**config.mk**
```make
export PLATFORM = sky130hd
export DESIGN_NAME = hrlp_top
export DESIGN_NICKNAME = d
export VERILOG_FILES = /design/src/hrlp_pkg.sv /design/src/hrlp_top.sv
export SDC_FILE = /design/constraint.sdc
export NUM_CORES = 1
export LEC_CHECK = 0
export ABC_AREA = 1
export BUFFER_PORTS_ARGS = -buffer_cell sky130_fd_sc_hd__clkbuf_2
export CAP_MARGIN = 20
export CELL_PAD_IN_SITES_DETAIL_PLACEMENT = 1
export CELL_PAD_IN_SITES_GLOBAL_PLACEMENT = 2
export CORE_MARGIN = 1
export CORE_UTILIZATION = 32
export DETAILED_ROUTE_END_ITERATION = 6
export PLACE_DENSITY_LB_ADDON = 0.1
export SKIP_CTS_REPAIR_TIMING = 1
export SYNTH_ARGS = -nofsm -noshare
export SYNTH_HDL_FRONTEND = slang
export SYNTH_SLANG_ARGS = --single-unit
```
**constraint.sdc**
```tcl
create_clock -name clk_in -period 2.6 [get_ports clk_in]
set_input_delay 0.13 -clock clk_in [delete_from_list [all_inputs] [get_ports clk_in]]
set_output_delay 0.13 -clock clk_in [all_outputs]
set_load 0.01 [all_outputs]
```
**src/hrlp_pkg.sv**
```systemverilog
/*
  Constants and state types for the hub reset and link power block.
  Assumes a single 20 MHz core clock; all latencies are counted in its cycles.
*/
//
// Functional notes
// - Three link states on, sleep, suspend; every exit returns to on.
// - Sleep entry under 10 us, sleep exit under 50 us.
// - Suspend entry about 3 ms, on about 2 ms after resume starts.
// - Reset sources are power-on, external low pin and upstream bus reset.
// - Power-on holds internal reset from an internal timer for fixed time.
// - While external reset held, device stays in minimal-current standby.
// - External reset disables transceivers, differential pairs go high impedance.
// - External reset aborts all transactions at once, saving nothing.
// - External reset returns every internal register to default.
// - External reset stops oscillator and PLL until released.
// - Upstream bus reset sets device address to zero.
// - Upstream bus reset clears configuration to unconfigured.
// - Bus reset during suspend moves device to active.
// - Upstream bus reset is never forwarded to downstream ports.
// - Management accepts serial pass-through enable, write/read and disable commands.
package hrlp_pkg;
  localparam int unsigned CLK_HZ            = 20_000_000;
  localparam int unsigned SLEEP_ENTRY_NS    = 10_000;
  localparam int unsigned SLEEP_EXIT_NS     = 50_000;
  localparam int unsigned SUSP_ENTRY_US     = 3_000;
  localparam int unsigned SUSP_EXIT_US      = 2_000;
  localparam int unsigned POR_HOLD_US       = 1_000;
  // Longest times round down, then lose one cycle; nothing clamps them at one cycle.
  localparam int unsigned SLEEP_ENTRY_CYC   = (SLEEP_ENTRY_NS * (CLK_HZ / 1_000_000)) / 1_000 - 1;
  localparam int unsigned SLEEP_EXIT_CYC    = (SLEEP_EXIT_NS * (CLK_HZ / 1_000_000)) / 1_000 - 1;
  localparam int unsigned SUSP_ENTRY_CYC    = SUSP_ENTRY_US * (CLK_HZ / 1_000_000);
  localparam int unsigned SUSP_EXIT_CYC     = SUSP_EXIT_US * (CLK_HZ / 1_000_000);
  localparam int unsigned POR_HOLD_CYC      = POR_HOLD_US * (CLK_HZ / 1_000_000);
  localparam int unsigned CNT_W             = 17;
  localparam logic [6:0]  ADDR_DEFAULT      = 7'h00;
  localparam logic [7:0]  CONFIG_NONE       = 8'h00;
  localparam logic [1:0]  CMD_SPI_EN        = 2'h1;
  localparam logic [1:0]  CMD_SPI_XFER      = 2'h2;
  localparam logic [1:0]  CMD_SPI_DIS       = 2'h3;

  typedef enum logic [1:0] {HRLP_L0, HRLP_L1, HRLP_L2} hrlp_link_t;
  typedef enum logic [2:0] {HRLP_ON, HRLP_TO_L1, HRLP_IN_L1, HRLP_FROM_L1,
                            HRLP_TO_L2, HRLP_IN_L2, HRLP_FROM_L2} hrlp_state_t;
endpackage : hrlp_pkg

```
**src/hrlp_top.sv**
```systemverilog
/*
  Reset combining, bus reset handling and link power sequencing of a hub.
  Assumes the board holds nrst_in low until supplies are in range and that
  all other inputs are synchronous to clk_in.
*/
`timescale 1ns/1ps
`default_nettype none
module hrlp_top
  import hrlp_pkg::*;
#(
  parameter int unsigned SUSP_ENTRY_CYCLES = SUSP_ENTRY_CYC,
  parameter int unsigned SUSP_EXIT_CYCLES  = SUSP_EXIT_CYC,
  parameter int unsigned POR_CYCLES        = POR_HOLD_CYC
) (
  input  wire logic       clk_in,
  input  wire logic       nrst_in,
  input  wire logic       por_n_in,
  input  wire logic       bus_reset_in,
  input  wire logic       sleep_req_in,
  input  wire logic       suspend_req_in,
  input  wire logic       resume_in,
  input  wire logic       set_addr_in,
  input  wire logic [6:0] addr_in,
  input  wire logic       set_config_in,
  input  wire logic [7:0] config_in,
  input  wire logic       cmd_valid_in,
  input  wire logic [1:0] cmd_in,
  input  wire logic [7:0] cmd_data_in,
  output logic            core_rst_n_out,
  output logic            standby_out,
  output logic            phy_en_out,
  output logic            pair_oe_n_out,
  output logic            osc_en_out,
  output logic            pll_en_out,
  output logic            xact_abort_out,
  output logic [1:0]      link_state_out,
  output logic            link_busy_out,
  output logic [6:0]      dev_addr_out,
  output logic [7:0]      dev_config_out,
  output logic            configured_out,
  output logic            dn_reset_out,
  output logic            spi_en_out,
  output logic            spi_go_out,
  output logic [7:0]      spi_data_out
);

  ////////////////////////////////////////////////////////////////////////////
  // Reset merge: asynchronous assertion, two-stage synchronous release.
  logic         rst_comb_n;
  logic         rst_s1;
  logic         rst_s2;
  logic [CNT_W-1:0] por_cnt;
  logic         por_done;

  assign rst_comb_n = nrst_in & por_n_in;

  always_ff @(posedge clk_in or negedge rst_comb_n) begin
    if (!rst_comb_n) begin
      rst_s1 <= 1'b0;
      rst_s2 <= 1'b0;
    end else begin
      rst_s1 <= 1'b1;
      rst_s2 <= rst_s1;
    end
  end

  // The power-on timer keeps the core in reset for a fixed interval.
  always_ff @(posedge clk_in or negedge rst_comb_n) begin
    if (!rst_comb_n) begin
      por_cnt  <= '0;
      por_done <= 1'b0;
    end else if (rst_s2 && !por_done) begin
      por_cnt  <= por_cnt + 1'b1;
      por_done <= (por_cnt == CNT_W'(POR_CYCLES - 1));
    end
  end

  wire core_rst_n = por_done;
  assign core_rst_n_out = core_rst_n;
  // Clocks stop during external reset; the oscillator must be up for the timer to run.
  assign standby_out    = ~nrst_in;
  assign osc_en_out     = nrst_in;
  assign pll_en_out     = nrst_in & rst_s2;
  assign xact_abort_out = ~core_rst_n;
  assign phy_en_out     = core_rst_n;
  assign pair_oe_n_out  = ~core_rst_n;
  // The upstream bus reset has no path to the downstream ports.
  assign dn_reset_out   = ~core_rst_n;

  ////////////////////////////////////////////////////////////////////////////
  // Address and configuration; besides these two only the link sequencer sees the bus reset.
  always_ff @(posedge clk_in or negedge core_rst_n) begin
    if (!core_rst_n) begin
      dev_addr_out   <= ADDR_DEFAULT;
      dev_config_out <= CONFIG_NONE;
    end else begin
      if (bus_reset_in)
        dev_addr_out <= ADDR_DEFAULT;
      else if (set_addr_in)
        dev_addr_out <= addr_in;
      if (bus_reset_in)
        dev_config_out <= CONFIG_NONE;
      else if (set_config_in)
        dev_config_out <= config_in;
    end
  end
  assign configured_out = (dev_config_out != CONFIG_NONE);

  ////////////////////////////////////////////////////////////////////////////
  // Serial pass-through commands; bus reset does not touch them.
  wire cmd_en   = cmd_valid_in && (cmd_in == CMD_SPI_EN);
  wire cmd_dis  = cmd_valid_in && (cmd_in == CMD_SPI_DIS);
  wire cmd_xfer = cmd_valid_in && (cmd_in == CMD_SPI_XFER) && spi_en_out;

  always_ff @(posedge clk_in or negedge core_rst_n) begin
    if (!core_rst_n) begin
      spi_en_out   <= 1'b0;
      spi_go_out   <= 1'b0;
      spi_data_out <= 8'h00;
    end else begin
      if (cmd_en)
        spi_en_out <= 1'b1;
      else if (cmd_dis)
        spi_en_out <= 1'b0;
      spi_go_out <= cmd_xfer;
      if (cmd_xfer)
        spi_data_out <= cmd_data_in;
    end
  end

  ////////////////////////////////////////////////////////////////////////////
  // Link power sequencer.
  hrlp_state_t      state;
  hrlp_state_t      next_state;
  logic [CNT_W-1:0] cnt;
  logic             cnt_clr;

  wire sleep_in_done  = (cnt == CNT_W'(SLEEP_ENTRY_CYC - 1));
  wire sleep_out_done = (cnt == CNT_W'(SLEEP_EXIT_CYC - 1));
  wire susp_in_done   = (cnt == CNT_W'(SUSP_ENTRY_CYCLES - 1));
  wire susp_out_done  = (cnt == CNT_W'(SUSP_EXIT_CYCLES - 1));

  always_comb begin
    next_state = state;
    cnt_clr    = 1'b1;
    unique case (state)
      HRLP_ON: begin
        if (suspend_req_in) next_state = HRLP_TO_L2;
        else if (sleep_req_in) next_state = HRLP_TO_L1;
      end
      HRLP_TO_L1: begin
        cnt_clr = sleep_in_done;
        if (sleep_in_done) next_state = HRLP_IN_L1;
      end
      HRLP_IN_L1: if (resume_in || bus_reset_in) next_state = HRLP_FROM_L1;
      HRLP_FROM_L1: begin
        cnt_clr = sleep_out_done;
        if (sleep_out_done) next_state = HRLP_ON;
      end
      HRLP_TO_L2: begin
        cnt_clr = susp_in_done;
        if (susp_in_done) next_state = HRLP_IN_L2;
      end
      HRLP_IN_L2: if (resume_in) next_state = HRLP_FROM_L2;
      HRLP_FROM_L2: begin
        cnt_clr = susp_out_done;
        if (susp_out_done) next_state = HRLP_ON;
      end
    endcase
    // A bus reset while suspended leaves suspend at once.
    if (bus_reset_in && (state == HRLP_IN_L2 || state == HRLP_FROM_L2)) begin
      next_state = HRLP_ON;
      cnt_clr    = 1'b1;
    end
  end

  always_ff @(posedge clk_in or negedge core_rst_n) begin
    if (!core_rst_n) begin
      state <= HRLP_ON;
      cnt   <= '0;
    end else begin
      state <= next_state;
      cnt   <= cnt_clr ? '0 : cnt + 1'b1;
    end
  end

  assign link_state_out = (state == HRLP_IN_L1 || state == HRLP_FROM_L1) ? 2'(HRLP_L1) :
                          (state == HRLP_IN_L2 || state == HRLP_FROM_L2) ? 2'(HRLP_L2) : 2'(HRLP_L0);
  assign link_busy_out  = (state != HRLP_ON) && (state != HRLP_IN_L1) && (state != HRLP_IN_L2);

  ////////////////////////////////////////////////////////////////////////////
  // Checks.
  // The dwell state is entered one edge after the request and left
  // SLEEP_ENTRY_CYC edges later.
  localparam int SLEEP_IN_DLY = SLEEP_ENTRY_CYC;
endmodule : hrlp_top
`default_nettype wire

```
# ---- After elaboration in Yosys (flattened, before gate mapping)
# Index checks and enable logic that the tools add are counted.
# W data, S select, Z words.
dict set report op_classes {
  n_addsub 2
  n_eq_ne 23
  muxes 21
  n_bitwise 4
  reduce_logical 19
}
# op n
set ops {}
lappend ops {{$add A17 B1 Y17 const B} 2}
lappend ops {{$eq A17 B16 Y1 const B} 2}
lappend ops {{$mux W3} 9}
lappend ops {{$pmux W3 S7} 1}
lappend ops {{$eq A17 B10 Y1 const B} 1}
lappend ops {{$eq A17 B15 Y1 const B} 1}
lappend ops {{$eq A17 B8 Y1 const B} 1}
lappend ops {{$mux W17} 1}
lappend ops {{$mux W8} 2}
lappend ops {{$ne A3 B3 Y1 const B} 5}
lappend ops {{$mux W7} 2}
lappend ops {{$eq A3 B3 Y1 const B} 3}
lappend ops {{$ne A3 B2 Y1 const B} 3}
lappend ops {{$logic_and A1 B1 Y1} 8}
lappend ops {{$reduce_bool A8 Y1} 1}
lappend ops {{$reduce_and A7 Y1} 1}
lappend ops {{$eq A3 B2 Y1 const B} 2}
lappend ops {{$reduce_bool A2 Y1} 3}
lappend ops {{$eq A2 B2 Y1 const B} 2}
lappend ops {{$mux W2} 2}
lappend ops {{$ne A4 B4 Y1 const B} 1}
lappend ops {{$pmux W1 S4} 1}
lappend ops {{$eq A3 B1 Y1 const B} 1}
lappend ops {{$logic_not A3 Y1} 1}
lappend ops {{other kinds (7)} 13}
dict set report totals {
  ff_bits 65
  wordCells 80
}

# ---- Longest topological paths before layout
dict set report depth {
  word_depth 5
  ltp_mapped 11
}

# ---- Least setup slack after synthesis
# OpenSTA, ideal clock, no wires.
dict set report synth_timing {
  path_kind {flip-flop to flip-flop}
  startpoint {register por_done, in the netlist core_rst_n_out}
  endpoint {register por_cnt[16]}
  setup_ps 80
  t_arrival_ps 2549
  required_time_ps 2520
  slack_ps -29
  stages_incl_launch_ff 10
  n_path_buf 0
  period_less_slack_ps 2629
  cell_sequence {dfrtp_1 -> inv_1 -> nand2_1 -> inv_1 -> nand2_1 -> nor2_4 -> nand3_1 -> nor2_1 -> nand3_1 -> xnor2_1}
}
dict set report synth_via {
  elab_chain_cells 2
}
# item line
set synth_lines {}
lappend synth_lines {{start: declaration} hrlp_top.sv:53} ;# logic por_done;
lappend synth_lines {{start signal: assignment} hrlp_top.sv:74} ;# por_done <= (por_cnt == CNT_W'(POR_CYCLES - 1));
lappend synth_lines {{$logic_not A1 Y1 (no line)} -}
lappend synth_lines {{$logic_and A1 B1 Y1} hrlp_top.sv:72} ;# end else if (rst_s2 && !por_done) begin
lappend synth_lines {{end signal: assignment} hrlp_top.sv:73} ;# por_cnt <= por_cnt + 1'b1;
lappend synth_lines {{end: declaration} hrlp_top.sv:52} ;# logic [CNT_W-1:0] por_cnt;
# No other way between the ends.
# A chain may end at the register's enable or synchronous reset.

# ---- Worst setup path in the final report
dict set report layout_timing {
  startpoint {register cnt[0]}
  endpoint {register cnt[5]}
}
dict set report layout_via {
  elab_chain_cells 4
  word_cells_on_any_way 8
  classes_between {add/sub: 1; eq/ne: 4; mux: 3}
}
# item line
set layout_lines {}
lappend layout_lines {{start: declaration} hrlp_top.sv:135} ;# logic [CNT_W-1:0] cnt;
lappend layout_lines {{start signal: assignment} hrlp_top.sv:183} ;# cnt <= cnt_clr ? '0 : cnt + 1'b1;
lappend layout_lines {{parallel branches: the longest is 3 deep, another holds $add A17 B1 Y17} -}
lappend layout_lines {{$mux W17 *} hrlp_top.sv:183}
# Every way passes the cells marked *.

==> metrics.yaml <==
grt:
  met3_usage_pct: 3.59
  busiest_layer: "met2"
  use_met2_pct: 30.9
  use_met1_pct: 22.2
  grt_pass1_vias: 3239
  grt.total_usage_pct: 17.8
  overflow: 0
  grt_max_degree: 48
  antenna_found_initial: 0
  grt_pass1_wl_microns: 15800
clock_tree:
  h-tree-depth: 3
  clock-sinks: 65
  cts_max_path_buffers: 2
  clock_latency_ns: 0.34
  cts_tree: "done"
  cts_root_buffer: "clkbuf_8"
  numCtsBuffers: 9
  clkSlewWorstSetupHoldPaths_ns: 0.08
place:
  place_hpwl_microns: 6590
  dp_cells: 620
  place_ws_ns: 0.423
  place_congestion: 0.764
  port_buffers: 71
timing:
  setup_violations: 0
  min_period_ns: 2.12
  tightest_slew_ns: 0.975
  finClkSkew_ns: 0.0112
  fin_ws_ns: 0.478
  drv_slew: 0
  max_freq_mhz: 471
  tns_ns: 0
  finalHoldViolations: 21
  finalCritPeriodShare_pct: 81.6
  rsz0062_at_grt: "false"
  relSlewSlack_pct: 35.0
  fin_hold_ws_ns: -0.0430
die:
  core-area_sq_mm: 0.0104
  die_h_microns: 106
  die_x_microns: 106
  io_pins: 72
  start_util_pct: 33.1
  fp-row-count: 37
  die-area_sq_mm: 0.0112
worst_setup_path:
  critPathCaptureType: "register"
  max_stage_delay_ns: 0.76
  cp_cell_sequence: "inv_1, ha_1, nand3_1, nor3_2, nand2_1, o21ai_2, nor3_1"
  cp_max_fo: 17
  crit_type: "register to register"
  critPathRequiredTime_ns: 2.78
  startpoint_type: "register"
  arrival_ns: 2.30
  crit_path_top_delay_cell: "o21ai_2"
yosys:
  synth-compound-area-share_pct: 4.55
  async_flop_share_pct: 100
  muxShareOfSynthArea_pct: 0
  netlist_instances: 419
  synth_top_family_by_area: "simple AND/OR/NAND/NOR gates"
  synthAdderAreaFrac_pct: 1.09
  synth_cell_types: 30
  synthesis.nets: 457
  yosys_register_bits: 65
  ys_seq_area_share_pct: 47.4
  synth_xor_area_share_pct: 7.40
  yosysWarnings: 0
  synth.avg_cell_area_sq_um: 8.20
  yosys.area_share.simple_pct: 31.1
  netlist_area_sq_mm: 0.00343
  synth_top_flop_cell: "dfrtp_1"
  synth_edf_count: 0
final_layout:
  seq_area_sq_mm: 0.00163
  area_delta_synth_final_pct: 22.3
  final_nets: 540
  drive_gt1_share_pct: 23.5
  multi_input_area_sq_mm: 0.00152
  fin_cells: 643
  fill_cells: 1315
  antenna_cells: 0
status:
  violations: "hold timing"
  status: "finished, violations left"
route:
  wl_per_cell_microns: 14.0
  dr.pass1.iters: 4
  drt_iter0_drc: 61
  drt.antenna.violating_nets: 0
  routed_via_density: 4.66
  vias: 2998
  wirelength_microns: 9010
  drc: 0
job:
  drv_cap: 0
power_and_ir_drop:
  powerDensity_mw_per_mm2: 719
  leakage_nw: 2.04
  ir_drop_mv: 0.264
hold_path:
  hp-class: "input port to async pin"
## area by class of cell
| cell class | instances | share of cell area [%] |
|---|---|---|
| clock inverters | 6 | 1.61 |
| repair buffers | 82 | 10.8 |
| flip-flops and latches | 65 | 38.8 |
| well taps | 136 | 4.05 |
| multi-input cells | 285 | 36.2 |
| clock buffers | 10 | 3.28 |
| inverters | 59 | 5.27 |
## path summary, 6_finish.rpt
kind / startpoint / end / slack, ns / depth (start not counted)
worst min register to register: rst_s1$_DFF_PN0_ / rst_s2$_DFF_PN0_ / 0.35 / 0
max in group asynchronous: core_rst_n_out$_DFFE_PN0P_ / cnt[2]$_DFF_PN0_ / 1.75 / 1
min in group clk_in: cmd_data_in[3] / spi_data_out[3]$_DFFE_PN0P_ / -0.01 / 3
worst max register to register: cnt[0]$_DFF_PN0_ / cnt[5]$_DFF_PN0_ / 0.48 / 7
worst min-delay path: por_n_in / rst_s2$_DFF_PN0_ / -0.04 / 3
worst max-delay path: cnt[0]$_DFF_PN0_ / cnt[5]$_DFF_PN0_ / 0.48 / 7
## cells by family after synthesis
group,after synthesis
compound gates,27
xor+xnor,29
fa+ha+maj,3
buf+inv,69
flops,65
other cells,1
simple gates,225
## sequential cells by signal, summed over array words and instances (netlist names)
register and count:
core_rst_n_out 1, state 3, spi_data_out 8, dev_config_out 8, por_cnt 17, rst_s1 1, spi_en_out 1, dev_addr_out 7
spi_go_out 1, rst_s2 1, cnt 17
## cell usage after synthesis (2+ instances only)
cell type	n	area (sq um)
nand2_1	90	338
dfrtp_1	65	1630
inv_1	56	210
nand3_1	43	215
nor2_1	36	135
xor2_1	25	219
o21ai_0	19	95.1
nor3_1	16	80.1
nor3_2	11	110
nand4_1	9	56.3
a21oi_1	5	25.0
nand2_2	5	31.3
nor2_2	5	31.3
nor4_1	5	31.3
buf_4	4	30.0
clkbuf_1	4	15.0
xnor2_1	4	35.0
ha_1	3	37.5
buf_6	2	22.5
inv_2	2	7.51
## where the power goes
part	total, mW	switching (mW)	internal, mW
sequential	1.28	0.130	1.15
clock	0.897	0.426	0.470
combinational	0.842	0.552	0.290
## cell usage in the layout (no fill, tap or decap), drive strengths merged
master / count
nor4: 5
xnor2: 4
o21ai: 20
or2: 2
nand3b: 1
a31oi: 1
nor3b: 1
nand2: 95
nor3: 27
a21oi: 5
nand4: 9
clkbuf: 81
dlygate4sd3: 7
clkinvlp: 2
nor2: 42
ha: 3
xor2: 25
inv: 58
conb: 1
o211ai: 1
dfrtp: 65
clkinv: 4
bufinv: 1
nand3: 43
buf: 4
## worst max-delay path, delay by kind of cell (launching register included)
family                     cells  cell delay (ns)
AOI/OAI and AO/OA              1             0.76
adders and majority gates      1             0.15
buffers and inverters          1             0.10
DFF                            1             0.41
and+or+nand+nor                4             0.52
## stage by stage
step / hold slack [ns] / power (mW) / utilization, % / instance area [sq um]
4_1_cts: -0.0423 / 3.07 / 39.8 / 4130
5_1_grt: 0.00658 / 3.24 / 40.5 / 4200
3_5_place_dp: 0.336 / 2.15 / 37.8 / 3920
6_report: -0.0430 / 3.02 / 40.5 / 4200
2_1_floorplan: 0.134 / 1.90 / - / 3440
3_3_place_gp: 0.332 / 2.14 / 37.8 / 3920
## routing by layer
metal  routed length, microns  vias to the layer above
met5                        0                        -
met4                      144                        0
met3                      173                       12
met2                     4600                       22
met1                     4090                     1466
li1                         -                     1498
(Power assumes the default switching activity.)
